==> src/shared/ldl_consts.svh <==
`ifndef LDL_CONSTS_SVH
`define LDL_CONSTS_SVH

// ****************************************************************
// Lane geometry
// ****************************************************************
// Most data lanes that either end is built for.
`define LDL_LANES 4
// Byte width of one lane slot.
`define LDL_BYTE_W 8

// ****************************************************************
// Clock and link timing
// ****************************************************************
// Core clock rate in MHz.
`define LDL_CLK_MHZ 40
// Value of the link divider in the core cycle before the link clock falls.
`define LDL_DIV_LAST 2'h3
// Nominal stop period after power-on, in microseconds.
`define LDL_INIT_US 100
// Extra settle time the peripheral asks for, in microseconds.
`define LDL_SETTLE_US 20
// Tolerance of the peripheral stop detector, in percent.
`define LDL_TOL_PCT 30
// Host drives the stop state for the stop period plus the settle time.
`define LDL_HOST_INIT_CYC ((`LDL_INIT_US + `LDL_SETTLE_US) * `LDL_CLK_MHZ)
// Peripheral accepts a stop period that is short by the full tolerance.
`define LDL_DETECT_CYC (`LDL_INIT_US * `LDL_CLK_MHZ * (100 - `LDL_TOL_PCT) / 100)
// Link byte slots of running clock before the first lane leaves stop.
`define LDL_CLK_LEAD_SLOTS 2
// Link byte slots of running clock after the last lane is back in stop.
`define LDL_CLK_TRAIL_SLOTS 2

`endif

==> src/shared/ldl_pkg.sv <==
`include "ldl_consts.svh"

package ldl_pkg;

  // ****************************************************************
  // Shared types
  // ****************************************************************
  typedef logic [`LDL_LANES-1:0][`LDL_BYTE_W-1:0] ldl_lane_bytes_t;

  typedef enum logic [2:0] {hInit, hReady, hLead, hBegin, hData, hTail, hTrail} ldl_hstate_t;
  typedef enum logic [1:0] {pWait, pIdle, pBurst} ldl_pstate_t;

  // Whole state of the host end.
  typedef struct packed {
    ldl_hstate_t state;
    logic [12:0] cnt;
    logic cfgDone;
    logic [1:0] lanesM1;
    logic clkRun;
    logic [1:0] div;
    logic linkClk;
    logic [`LDL_LANES-1:0] stop;
    logic [`LDL_LANES-1:0] valid;
    ldl_lane_bytes_t data;
    ldl_lane_bytes_t grp;
    logic [2:0] grpCnt;
    logic grpLast;
    logic revTog1;
    logic revTog2;
    logic revTog3;
    logic [7:0] revD1;
    logic [7:0] revD2;
    logic [7:0] revByte;
    logic revStrobe;
  } ldl_host_st_t;

  // Whole state of the peripheral end.
  typedef struct packed {
    ldl_pstate_t state;
    logic cfgDone;
    logic [1:0] lanesM1;
    logic clk1;
    logic clk2;
    logic clk3;
    logic [`LDL_LANES-1:0] stop1;
    logic [`LDL_LANES-1:0] stop2;
    logic [`LDL_LANES-1:0] valid1;
    logic [`LDL_LANES-1:0] valid2;
    ldl_lane_bytes_t data1;
    ldl_lane_bytes_t data2;
    ldl_lane_bytes_t grp;
    logic [`LDL_LANES-1:0] pend;
    logic first;
    logic [7:0] rxData;
    logic rxValid;
    logic rxFirst;
    logic rxEnd;
    logic [1:0] revWait;
    logic [7:0] revData;
    logic revToggle;
  } ldl_periph_st_t;

  // State of the stop-period timer.
  typedef struct packed {
    logic [11:0] cnt;
    logic done;
  } ldl_timer_st_t;

endpackage

==> src/shared/ldl_link_if.sv <==
`timescale 1ns/1ps
`include "ldl_consts.svh"

// Link between the two ends: one shared clock, per-lane stop, valid and
// byte, and the reverse byte path that only lane 0 carries.
interface ldl_link_if;
  logic linkClk;
  logic [`LDL_LANES-1:0] laneStop;
  logic [`LDL_LANES-1:0] laneValid;
  logic [`LDL_LANES-1:0][`LDL_BYTE_W-1:0] laneData;
  logic [7:0] revData;
  logic revToggle;

  modport host (
    output linkClk,
    output laneStop,
    output laneValid,
    output laneData,
    input revData,
    input revToggle
  );

  modport periph (
    input linkClk,
    input laneStop,
    input laneValid,
    input laneData,
    output revData,
    output revToggle
  );
endinterface

==> src/hw/ldl_host_end.sv <==
`timescale 1ns/1ps
`include "ldl_consts.svh"

// Behaviour
// - host holds stop on all lanes initially
// - peripheral starts receiving, detects stop period
// - peripheral ignores link before period detected
// - peripheral ready immediately after detection
// - stop detector tolerates thirty percent error
// - host adds peripheral settle time
// - one shared clock for all lanes
// - one to four data lanes
// - byte k goes to lane k mod N
// - all active lanes start burst together
// - lane count fixed after initial configuration
// - multi-lane host runs with fewer lanes
// - clock stop follows last active lane
// - clock runs before start and after end
// - reverse data only lane 0, low power
// - lanes without bytes drop valid
// - short lanes end one slot earlier
// - receiver rebuilds original byte order

// Host end: power-up stop period, link clock and lane distributor.
module ldl_host_end import ldl_pkg::*; #(
  parameter logic [12:0] INIT_CYC = 13'(`LDL_HOST_INIT_CYC)
) (
  // Clock and reset
  input wire logic core_clk,
  input wire logic reset,
  // Static configuration, taken once after reset
  input wire logic [1:0] laneCfg,
  // Packet byte stream in
  input wire logic txValid,
  input wire logic [7:0] txData,
  input wire logic txLast,
  output logic txReady,
  output logic linkReady,
  // Reverse bytes from the peripheral
  output logic [7:0] revByte,
  output logic revStrobe,
  // Link
  ldl_link_if.host link
);
  localparam logic [12:0] LEAD_SLOTS = 13'(`LDL_CLK_LEAD_SLOTS);
  localparam logic [12:0] TRAIL_SLOTS = 13'(`LDL_CLK_TRAIL_SLOTS);

  ldl_host_st_t q;
  ldl_host_st_t d;
  logic [`LDL_LANES-1:0] act;
  logic [`LDL_LANES-1:0] fillMask;
  logic slot;
  logic drain;
  logic ended;
  logic groupShort;

  // ****************************************************************
  // Lane masks
  // ****************************************************************
  // Lanes at or below the configured count are active; the rest stay in
  // stop, which lets a wide host serve a narrower peripheral.
  genvar g;
  generate
    for (g = 0; g < `LDL_LANES; g++) begin : gMask
      assign act[g] = (2'(g) <= q.lanesM1);
      assign fillMask[g] = (3'(g) < q.grpCnt);
    end
  endgenerate

  // A byte slot ends on the core cycle before the link clock falls, so
  // lane outputs change together with the falling edge.
  assign slot = q.clkRun && (q.div == `LDL_DIV_LAST);
  assign groupShort = (q.grpCnt <= {1'b0, q.lanesM1});

  // ****************************************************************
  // Next state
  // ****************************************************************
  always_comb begin
    d = q;
    drain = 1'b0;
    ended = 1'b0;
    txReady = 1'b0;
    d.revStrobe = 1'b0;

    // The lane count is caught once and never again.
    if (!q.cfgDone) begin
      d.cfgDone = 1'b1;
      d.lanesM1 = laneCfg;
    end

    // Divide by four; the one clock serves every lane.
    if (q.clkRun) begin
      d.div = q.div + 2'h1;
      d.linkClk = d.div[1];
    end else begin
      d.div = 2'h0;
      d.linkClk = 1'b0;
    end

    case (q.state)
      hInit: begin
        // Every lane rests in stop, active or not.
        d.stop = '1;
        d.valid = '0;
        if (q.cnt == INIT_CYC - 13'h1) begin
          d.state = hReady;
          d.cnt = 13'h0;
        end else begin
          d.cnt = q.cnt + 13'h1;
        end
      end
      hReady: begin
        // A buffered byte starts the clock ahead of any lane activity.
        if (q.grpCnt != 3'h0) begin
          d.clkRun = 1'b1;
          d.cnt = LEAD_SLOTS;
          d.state = hLead;
        end
      end
      hLead: begin
        if (slot) begin
          if (q.cnt == 13'h1) begin
            // Active lanes leave stop in the same slot.
            d.stop = ~act;
            d.valid = '0;
            d.state = hBegin;
          end else begin
            d.cnt = q.cnt - 13'h1;
          end
        end
      end
      hBegin: begin
        drain = slot;
      end
      hData: begin
        drain = slot;
      end
      hTail: begin
        if (slot) begin
          // Lanes that carried the last byte end now.
          d.stop = '1;
          d.valid = '0;
          d.cnt = TRAIL_SLOTS;
          d.state = hTrail;
        end
      end
      hTrail: begin
        // The clock keeps running past the end of the last lane.
        if (slot) begin
          if (q.cnt == 13'h1) begin
            d.clkRun = 1'b0;
            d.state = hReady;
          end else begin
            d.cnt = q.cnt - 13'h1;
          end
        end
      end
      default: begin
        d.state = hInit;
      end
    endcase

    // Send one buffered group, one byte per lane.
    if (drain) begin
      d.data = q.grp;
      d.valid = fillMask & act;
      // The last byte marks the end; an underrun ends the burst early.
      ended = q.grpLast || groupShort;
      if (ended) begin
        // Lanes with nothing left go back to stop a slot early.
        d.stop = ~(fillMask & act);
        d.state = hTail;
      end else begin
        d.state = hData;
      end
      d.grpCnt = 3'h0;
      d.grpLast = 1'b0;
    end

    // Fill the group; byte k lands in slot k mod N from lane 0 upward.
    txReady = (q.state != hInit) && (drain || (!q.grpLast && groupShort));
    if (txValid && txReady) begin
      d.grp[d.grpCnt[1:0]] = txData;
      d.grpCnt = d.grpCnt + 3'h1;
      d.grpLast = txLast;
    end

    // Reverse path arrives on lane 0 only; data settles before the toggle.
    d.revTog1 = link.revToggle;
    d.revTog2 = q.revTog1;
    d.revTog3 = q.revTog2;
    d.revD1 = link.revData;
    d.revD2 = q.revD1;
    if (q.revTog2 != q.revTog3) begin
      d.revByte = q.revD2;
      d.revStrobe = 1'b1;
    end
  end

  // ****************************************************************
  // State register
  // ****************************************************************
  // Lanes come out of reset already in stop.
  always_ff @(posedge core_clk or posedge reset) begin
    if (reset) begin
      q <= '{state: hInit, stop: '1, default: '0};
    end else begin
      q <= d;
    end
  end

  // ****************************************************************
  // Outputs
  // ****************************************************************
  assign link.linkClk = q.linkClk;
  assign link.laneStop = q.stop;
  assign link.laneValid = q.valid;
  assign link.laneData = q.data;
  assign linkReady = (q.state != hInit);
  assign revByte = q.revByte;
  assign revStrobe = q.revStrobe;
endmodule

==> src/flat_wrapper.sv <==
// flat-port wrapper written by rule: the top's interface ports become plain ports
module ldl_host_end_flat import ldl_pkg::*;
#(
  parameter logic [12:0] INIT_CYC = 13'(`LDL_HOST_INIT_CYC)
)
  (core_clk, reset, laneCfg, txValid, txData, txLast, txReady, linkReady, revByte, revStrobe, link_linkClk, link_laneStop, link_laneValid, link_laneData, link_revData, link_revToggle);
  ldl_link_if link_i ();
  input wire logic core_clk;
  input wire logic reset;
  input wire logic [1:0] laneCfg;
  input wire logic txValid;
  input wire logic [7:0] txData;
  input wire logic txLast;
  output logic txReady;
  output logic linkReady;
  output logic [7:0] revByte;
  output logic revStrobe;
  output wire logic [$bits(link_i.linkClk)-1:0] link_linkClk;
  output wire logic [$bits(link_i.laneStop)-1:0] link_laneStop;
  output wire logic [$bits(link_i.laneValid)-1:0] link_laneValid;
  output wire logic [$bits(link_i.laneData)-1:0] link_laneData;
  input wire logic [$bits(link_i.revData)-1:0] link_revData;
  input wire logic [$bits(link_i.revToggle)-1:0] link_revToggle;
  assign link_linkClk = link_i.linkClk;
  assign link_laneStop = link_i.laneStop;
  assign link_laneValid = link_i.laneValid;
  assign link_laneData = link_i.laneData;
  assign link_i.revData = link_revData;
  assign link_i.revToggle = link_revToggle;
  ldl_host_end #(.INIT_CYC(INIT_CYC)) u_core (.core_clk(core_clk), .reset(reset), .laneCfg(laneCfg), .txValid(txValid), .txData(txData), .txLast(txLast), .txReady(txReady), .linkReady(linkReady), .revByte(revByte), .revStrobe(revStrobe), .link(link_i));
endmodule
==> config.mk <==
export PLATFORM = sky130hd
export DESIGN_NAME = ldl_host_end_flat
export DESIGN_NICKNAME = d
export VERILOG_FILES = /design/src/shared/ldl_pkg.sv /design/src/shared/ldl_link_if.sv /design/src/hw/ldl_host_end.sv /design/src/flat_wrapper.sv
export VERILOG_INCLUDE_DIRS = /design/src /design/src/shared
export SDC_FILE = /design/constraint.sdc
export NUM_CORES = 1
export LEC_CHECK = 0
export BUFFER_PORTS_ARGS = -buffer_cell sky130_fd_sc_hd__buf_2
export CAP_MARGIN = 20
export CORE_MARGIN = 1.5
export CORE_UTILIZATION = 35
export DETAILED_ROUTE_END_ITERATION = 7
export SYNTH_ARGS = -nofsm -noshare
export SYNTH_HDL_FRONTEND = slang
export SYNTH_SLANG_ARGS = --single-unit
==> constraint.sdc <==
create_clock -name core_clk -period 10.5 [get_ports core_clk]
set_clock_uncertainty 0.1 [all_clocks]
set_input_delay 1.575 -clock core_clk [delete_from_list [all_inputs] [get_ports core_clk]]
set_output_delay 1.575 -clock core_clk [all_outputs]
set_load 0.005 [all_outputs]
==> results of run 1 <==
-- cells by family (layout without fill, tap and decap cells) --
logic type | after synthesis | after routing | share of synthesized area, %
xor+xnor | 2 | 2 | 0.279
compound gates | 87 | 87 | 10.2
fa+ha+maj | 15 | 15 | 2.99
other cells | 1 | 1 | 0.0597
simple gates | 201 | 201 | 16.6
flops | 126 | 126 | 50.3
buf+inv | 89 | 128 | 9.62
mux | 44 | 44 | 9.96
-- registers in the layout, summed over array words and instances, names as in the netlist --
name                   count
u_core.link.laneValid      4
u_core.d                  10
u_core.link.laneData      32
u_core.revByte             8
u_core.q                  67
u_core.revStrobe           1
u_core.link.laneStop       4
-- layout by cell type (no fill, tap or decap), drive strengths merged, types with 13 or more instances in the layout --
cell type,count
mux2,42
nand2,130
buf,77
o21ai,27
a21oi,13
inv,28
clkbuf,18
nor2,13
ha,15
dfrtp,122
-- area by class of cell --
class,instances,area [sq um],share of cell area (%)
Clock buffer,18,439,6.23
Clock inverter,14,169,2.40
Inverter,19,73.8,1.05
Multi-Input combinational cell,350,2520,35.7
Sequential cell,126,3160,44.8
Tap cell,225,282,4.00
Timing Repair Buffer,77,405,5.75
-- path summary, 6_finish.rpt --
kind	start	endpoint	slack [ns]	cells after the start
min reg2reg	u_core.d[26]$_DFF_PP0_	u_core.d[25]$_DFF_PP0_	0.25	0
min	u_core.d[26]$_DFF_PP0_	u_core.d[25]$_DFF_PP0_	0.25	0
max in group asynchronous	reset	u_core.q[45]$_DFFE_PP0P_	7.80	3
min in group asynchronous	reset	u_core.revByte[0]$_DFFE_PP0P_	1.17	2
max reg2reg	u_core.q[124]$_DFFE_PP0P_	u_core.q[40]$_DFFE_PP0P_	7.63	9
max	u_core.q[124]$_DFFE_PP0P_	txReady	6.62	8
-- metal layers --
| layer | part of all wire [%] | up-vias | global-route usage (%) | wire length, microns |
|---|---|---|---|---|
| li1 | - | 1936 | - | - |
| met1 | 46 | 2027 | 20.0 | 6070 |
| met2 | 47 | 119 | 23.7 | 6230 |
| met3 | 5.1 | 24 | 4.00 | 678 |
| met4 | 1.8 | 0 | 7.66 | 244 |
| met5 | 0 | - | 0 | 0 |
-- power groups by stage --
stage	clock network (mW)	logic, mW	registers (mW)
after CTS	0.616	0.0375	0.501
after global routing	0.639	0.0417	0.502
after floorplan	0	0.0266	0.508
final	0.600	0.0358	0.500
after detailed placement	0	0.0373	0.509
after global placement	0	0.0358	0.509
==> flow_summary.ini, run 1 <==
[sta]
period_share_pct = 37.0
finalWorstSetupSlack_ns = 6.62
slew_viol_final = 0
fmax_ghz = 0.258
period_minus_slack_ns = 3.88
slew_headroom_pct = 42.2
setup-violations-final = 0
tightest_slew_ns = 0.867
tns_ns = 0
finalHoldViolCount = 0
rsz0062_at_grt = no
whs_ns = 0.246

[yosys]
async_flop_share_pct = 100
synth_edf_count = 0
yosysTopAreaCellShare_pct = 48.6
synth-seq-cells = 126
netlist_top_cells_count = nand2_1 (128), dfrtp_1 (122), buf_4 (49), mux2_4 (32), o21ai_0 (24)
synth_area_leaders = dfrtp_1 (49%), mux2_4 (7.6%), nand2_1 (7.6%), buf_4 (5.9%), ha_1 (3.0%)
ys_seq_area_share_pct = 50.3
yosys_warnings = 0
synthesis.nets = 603
yosysMostFrequentCell = nand2_1
yosysTopAreaCell = dfrtp_1
synth_ff_type = dfrtp_1
yosysUniqueCellTypes = 79
synth_area_sq_mm = 0.00628
syn_inst = 565
syn_area_per_cell_sq_um = 11.1

[clocking]
cts.sinks = 126
cts_inserted_buffers = 17
cts_root_buf = clkbuf_16
cts_resized = 0
clkSlewWorstSetupHoldPaths_ns = 0.06
h-tree-depth = 4
clockBufferDepth = 2
clkLatencyLatePin_ns = 0.42
cts_tree = done
postCtsHoldBufs = 0
postCtsSetupBuffers = 0

[pwr]
power_mw = 1.14
p_clk_share_pct = 52.8
power_frac_seq_pct = 44.0
ir_worst_vdd_v = 0.000122
switching_share_pct = 23.0
cellLeakagePower_nw = 3.56
p_comb_share_pct = 3.1
internal_power_mw = 0.875
cellPowerDensity_mw_per_mm2 = 161
switching_power_mw = 0.262

[detailed_routing]
finalWirelength_mm = 13.2
wl_per_cell_microns = 16.0
via_count = 4106
drtAntennaViolNets = 0
route.detailed.drc = 0
via_per_inst = 4.95
drt_iter0_drc = 251
firstDrtPassIters = 5

[floorplanning]
ios = 75
initial_core_util_pct = 36.1
fp.dieH_microns = 137
core_area_sq_mm = 0.0174
die_area_sq_mm = 0.0188
die_width_microns = 137
rows = 48

[setup_path]
slowest_delay_ns = 0.45
cp_top_family = buffers and inverters
cp-end-kind = primary output
worstPathMaxFanout = 36
start_kind = flip-flop
crit_path_top_delay_cell = dfrtp_1
cp.required_ns = 8.83
crit_arrival_ns = 2.21
path_cells = inv_1 > ha_1 > nand2_2 > a21oi_4 > buf_12 > a31oi_4 > nor2_1 > buf_2
path_buf_inv = 3
path_class = reg2out

[placed_design]
place_hpwl_mm = 9.28
placed_cells = 796
io_buffer_count = 74
place_ws_ns = 6.65
gp_congestion = 0.896
postPlaceCellArea_sq_mm = 0.00642

[global_route]
grt_max_degree = 70
grt_overflow_total = 0
antenna_found_initial = 0
grt_pass1_vias = 4256
grt_pass1_wl_mm = 21.9
track_usage_pct = 15.4

[finish]
fillers = 1722
final_util_pct = 40.5
final_cell_area_sq_mm = 0.00705
syn_to_final_growth_pct = 12.2
diodes = 0
nets = 629
drive_gt1_share_pct = 31.1
fin_cells = 829

[hold_path]
hold_class = reg2reg

[outcome]
status = completed

[flow_run]
maxCapViolCount = 0
Power figures use the tool's default switching activity.
==> inputs of run 2 (changes only) <==
clock period = 3.7 ns   (was 10.5 ns; I/O delays follow)
==> run 2 against run 1 <==
Effect of this change:
- setup slack worse by 5.7 ns
- cell count increased by 0.12%
- register-to-register slack got worse by 6.6 ns
- power increased to 3.0 times the previous value
- critical path depth is 2 lower
- die area stayed put
- sequential share of layout area is 0.58 points lower
- highest routed layer unchanged
==> flow_summary.ini, run 2 (synthesis gave the netlist of run 1 again) <==
[pwr]
ir_worst_vdd_v = 0.000378
power_mw = 3.45
cellPowerDensity_mw_per_mm2 = 483
cellLeakagePower_nw = 3.59

[global_route]
antenna_found_initial = 0
track_usage_pct = 14.5
grt_max_degree = 87
grt_pass1_vias = 4126
grt_pass1_wl_mm = 21.0
grt_overflow_total = 0

[sta]
tns_ns = 0
period_minus_slack_ns = 2.74
slew_viol_final = 0
fmax_ghz = 0.365
slew_headroom_pct = 42.0
whs_ns = 0.151
finalHoldViolCount = 0
setup-violations-final = 0
rsz0062_at_grt = no
tightest_slew_ns = 0.869
period_share_pct = 74.1

[setup_path]
path_class = reg2out
crit_path_top_delay_cell = dfrtp_1
slowest_delay_ns = 0.45
critical_path.endpoint = linkReady
cp.depth = 6
rr_worst_depth = 7
r2r_end = u_core.q[113]$_DFFE_PP0P_
r2r_start = u_core.q[124]$_DFFE_PP0P_
cp-end-kind = primary output
crit_arrival_ns = 2.09
cp_top_family = buffers and inverters
path_common_cell = inv_1
r2r_slack_ns = 0.99
cp.required_ns = 3.04
start_kind = flip-flop
startpoint = u_core.q[124]$_DFFE_PP0P_
path_cells = inv_1 > ha_1 > inv_1 > nor2_1 > inv_1 > buf_2
path_buf_inv = 4
worstPathMaxFanout = 6

[clocking]
cts_root_buf = clkbuf_16
cts_inserted_buffers = 17
cts.sinks = 126
postCtsSetupBuffers = 0
postCtsHoldBufs = 0
clkLatencyLatePin_ns = 0.41
clockBufferDepth = 2
clkSlewWorstSetupHoldPaths_ns = 0.06
h-tree-depth = 4
cts_resized = 0
cts_tree = done

[detailed_routing]
finalWirelength_mm = 12.8
drtAntennaViolNets = 0
route.detailed.drc = 0
via_per_inst = 4.95
firstDrtPassIters = 4
drt_iter0_drc = 216
via_count = 4108
wl_per_cell_microns = 15.4

[hold_path]
hold_class = in2reg

[finish]
drive_gt1_share_pct = 30.9
final_common_cell = nand2_1
fin_cells = 830
largest_register_ffs = 67
mostFrequentLayoutCells = nand2_1 (128), dfrtp_1 (122), buf_2 (74)
fillers = 1659
largest-register = u_core.q
syn_to_final_growth_pct = 13.6
seq_area_sq_mm = 0.00316
nets = 630
diodes = 0
multiInputGateArea_sq_mm = 0.00252

[floorplanning]
rows = 48
core_area_sq_mm = 0.0174
ios = 75
fp.dieH_microns = 137
die_width_microns = 137
initial_core_util_pct = 36.1
die_area_sq_mm = 0.0188

[outcome]
status = completed

[placed_design]
placed_cells = 798
place_hpwl_mm = 8.93
gp_congestion = 0.814
io_buffer_count = 74

[flow_run]
maxCapViolCount = 0
==> run 2: through the flow <==
stage          util (%)  cell area (sq um)  setup slack, ns
6_report           41.0               7140            0.959
5_1_grt            41.0               7140            0.777
4_1_cts            41.0               7140            0.929
3_5_place_dp       37.0               6450             1.07
3_3_place_gp       37.0               6450             1.12
2_1_floorplan         -               6280             1.23
==> run 2: worst min-delay path by stage <==
| stage | startpoint | endpoint | slack, ns | cells past startpoint |
|---|---|---|---|---|
| final | link_revData[7] | u_core.d[16]$_DFF_PP0_ | 0.15 | 1 |
| after global routing | link_revData[7] | u_core.d[16]$_DFF_PP0_ | 0.13 | 1 |
| after detailed placement | u_core.d[14]$_DFF_PP0_ | u_core.q[14]$_DFF_PP0_ | 0.24 | 0 |
| after CTS | link_revData[7] | u_core.d[16]$_DFF_PP0_ | 0.13 | 1 |
| after floorplan | u_core.d[26]$_DFF_PP0_ | u_core.d[25]$_DFF_PP0_ | 0.23 | 0 |
| after global placement | u_core.d[11]$_DFF_PP0_ | u_core.q[11]$_DFF_PP0_ | 0.23 | 0 |
==> run 2: final cells by class <==
class	instances	share of cell area, %
clock buffers	23	6.84
clock inverters	9	2.86
repair buffers	78	5.78
inverters	19	1.05
well taps	225	3.94
multi-input cells	350	35.3
flip-flops and latches	126	44.2
==> run 2: metal layers <==
layer  wire, microns  GRT usage (%)  vias to the layer above
li1                -              -                     1946
met1            6060           18.9                     2052
met2            5960           22.9                       98
met3             620           4.07                       12
met4             158           5.50                        0
met5               0              0                        -
==> run 2: where the power goes <==
part / switching, mW / total (mW) / internal, mW
registers: 0.0140 / 1.42 / 1.41
clock network: 0.588 / 1.93 / 1.34
logic: 0.0606 / 0.103 / 0.0424
total: 0.663 / 3.45 / 2.79
==> inputs of run 3 (changes only) <==
ABC_AREA = 1   (was not set)
clock period = 2.6 ns   (was 3.7 ns; I/O delays follow)
==> run 3 against run 2 <==
Effect of this change:
- sequential power grew 42%
- non-clock buffer count grew 27
- die area up 1.7%
- count of clock-buffer cells in the layout shrank 1
- first-iteration DRC count is 15% higher
- worst hold slack worse by 0.047 ns
- sequential share of layout area fell by 1.4 points
- via count rose by 20%
- clock power rose by 18%
- synthesized area up 1.7%
- largest cell class unchanged
==> flow_summary.ini, run 3 <==
[outcome]
status = completed

[pwr]
ir_worst_vdd_v = 0.000490
cellPowerDensity_mw_per_mm2 = 603
cellLeakagePower_nw = 4.05
switching_power_mw = 0.965
switching_share_pct = 21.7
internal_power_mw = 3.48
power_frac_seq_pct = 45.3
p_comb_share_pct = 3.7
p_clk_share_pct = 50.9

[detailed_routing]
wl_per_cell_microns = 13.5
via_per_inst = 4.68
firstDrtPassIters = 4
finalWirelength_mm = 14.2
drtAntennaViolNets = 0
via_count = 4929
route.detailed.drc = 0
drt_iter0_drc = 249

[placed_design]
gp_congestion = 0.853
io_buffer_count = 74
place_ws_ns = 0.198
place_hpwl_mm = 10.2
postPlaceCellArea_sq_mm = 0.00668

[global_route]
grt_pass1_wl_mm = 24.0
grt_overflow_total = 0
antenna_found_initial = 0
grt_max_degree = 41
track_usage_pct = 15.7
grt_pass1_vias = 4857

[setup_path]
crit_path_top_delay_cell = dfrtp_2
r2r_start = u_core.q[124]$_DFFE_PP0P_
rr_worst_depth = 11
critical_path.endpoint = txReady
crit_arrival_ns = 1.97
start_kind = flip-flop
startpoint = u_core.q[124]$_DFFE_PP0P_
path_cells = inv_1 > ha_1 > nand2_1 > nand2_2 > nand2_4 > a21oi_4 > buf_6 > buf_2
r2r_end = u_core.q[61]$_DFFE_PP0P_
path_class = reg2out
cp.required_ns = 2.11
cp-end-kind = primary output
slowest_delay_ns = 0.44
r2r_slack_ns = 0.29
worstPathMaxFanout = 14

[hold_path]
hold_class = in2reg

[sta]
finalHoldViolCount = 0
finalWorstSetupSlack_ns = 0.137
fmax_ghz = 0.406
tns_ns = 0
setup-violations-final = 0
tightest_slew_ns = 0.598
rsz0062_at_grt = no
slew_headroom_pct = 60.1
slew_viol_final = 0
period_share_pct = 94.7
period_minus_slack_ns = 2.46
whs_ns = 0.104

[yosys]
syn_area_per_cell_sq_um = 8.33
yosysMostFrequentCell = nand2_1
synthesis.nets = 805
async_flop_share_pct = 100
yosys_warnings = 0
synth_edf_count = 0
netlist_top_cells_count = nand2_1 (288), dfrtp_1 (122), buf_4 (51), inv_1 (48), nor2_1 (41)
yosysTopAreaCellShare_pct = 47.8
syn_inst = 767
synth_ff_type = dfrtp_1
yosysUniqueCellTypes = 36
synth_area_sq_mm = 0.00639
ys_seq_area_share_pct = 49.4
synth_area_leaders = dfrtp_1 (48%), nand2_1 (17%), buf_4 (6.0%), nand4_1 (3.9%), nand3_1 (3.1%)
synth-seq-cells = 126
yosysTopAreaCell = dfrtp_1

[finish]
syn_to_final_growth_pct = 15.6
mostFrequentLayoutCells = nand2_1 (288), dfrtp_1 (121), buf_2 (74)
diodes = 0
final_util_pct = 41.2
largest_register_ffs = 67
largest-register = u_core.q
final_common_cell = nand2_1
nets = 849
drive_gt1_share_pct = 20.4
final_cell_area_sq_mm = 0.00738

[floorplanning]
ios = 75
die_area_sq_mm = 0.0191
fp.dieH_microns = 138
initial_core_util_pct = 35.7
core_area_sq_mm = 0.0179
rows = 49
die_width_microns = 138

[clocking]
cts_inserted_buffers = 17
clkSlewWorstSetupHoldPaths_ns = 0.06
h-tree-depth = 4
clockBufferDepth = 2
cts_root_buf = clkbuf_16
clkLatencyLatePin_ns = 0.42
cts_tree = done
cts.sinks = 126

[flow_run]
maxCapViolCount = 0
## run 3: final cells by class
| class | instances | area, sq um |
|---|---|---|
| multi-input combinational | 507 | 2480 |
| timing repair buffer | 105 | 682 |
| fill | 1868 | 10500 |
| inverter | 54 | 206 |
| clock inverter | 10 | 86.3 |
| sequential | 126 | 3160 |
| clock buffer | 22 | 484 |
| tap | 229 | 287 |
## run 3: layer usage
| layer | GRT usage [%] | vias to the layer above | part of all wire [%] |
|---|---|---|---|
| met5 | 0 | - | 0 |
| met4 | 5.21 | 0 | 1.4 |
| met3 | 3.91 | 13 | 4.7 |
| met2 | 23.9 | 126 | 44 |
| met1 | 21.9 | 2300 | 49 |
| li1 | - | 2490 | - |
## run 3: cell families after synthesis
| logic type | synth area share (%) |
|---|---|
| XOR/XNOR | 0.960 |
| AND/OR/NAND/NOR | 29.4 |
| AO/OA/AOI/OAI | 3.80 |
| other | 0.0587 |
| buffers and inverters | 11.9 |
| flip-flops | 49.4 |
| multiplexers | 1.59 |
| adder cells (fa/ha/maj) | 2.94 |
## run 3: critical path: cells and delay by family (launching register included)
kind | cells | cell delay (ns)
buffers and inverters | 3 | 0.37
AOI/OAI and AO/OA | 1 | 0.24
DFF | 1 | 0.44
adders and majority gates | 1 | 0.17
and+or+nand+nor | 3 | 0.32
## run 3: power by group through the flow
| stage | Clock, mW | Combinational (mW) | Sequential (mW) |
|---|---|---|---|
| 3_3_place_gp | 0 | 0.158 | 2.05 |
| 6_report | 2.27 | 0.166 | 2.02 |
| 4_1_cts | 2.32 | 0.172 | 2.02 |
| 2_1_floorplan | 0 | 0.101 | 2.05 |
| 3_5_place_dp | 0 | 0.160 | 2.05 |
| 5_1_grt | 2.41 | 0.186 | 2.02 |
## run 3: worst min-delay path by stage
stage / start / to / depth (start not counted) / slack (ns)
after floorplan: u_core.d[26]$_DFF_PP0_ / u_core.d[25]$_DFF_PP0_ / 0 / 0.23
after global placement: u_core.d[10]$_DFF_PP0_ / u_core.q[10]$_DFF_PP0_ / 0 / 0.23
after detailed placement: u_core.d[12]$_DFF_PP0_ / u_core.q[12]$_DFF_PP0_ / 0 / 0.23
after CTS: laneCfg[0] / u_core.q[108]$_DFFE_PP0N_ / 2 / 0.1
after global routing: laneCfg[0] / u_core.q[108]$_DFFE_PP0N_ / 2 / 0.1
final: laneCfg[0] / u_core.q[108]$_DFFE_PP0N_ / 2 / 0.10
## run 3: timing repair
action                                  CTS  global route
gates resized for setup                   0             4
hold buffers                             10             0
pin swaps                                 1             1
setup buffers                             1             2
endpoints found under the setup margin    1             9
hold endpoints to repair                 35             0
## run 3: per-stage QoR
step / power (mW) / cells
6_report: 4.45 / 1053
3_5_place_dp: 2.21 / 1008
2_1_floorplan: 2.15 / 767
3_3_place_gp: 2.21 / 1008
5_1_grt: 4.61 / 1053
4_1_cts: 4.51 / 1051
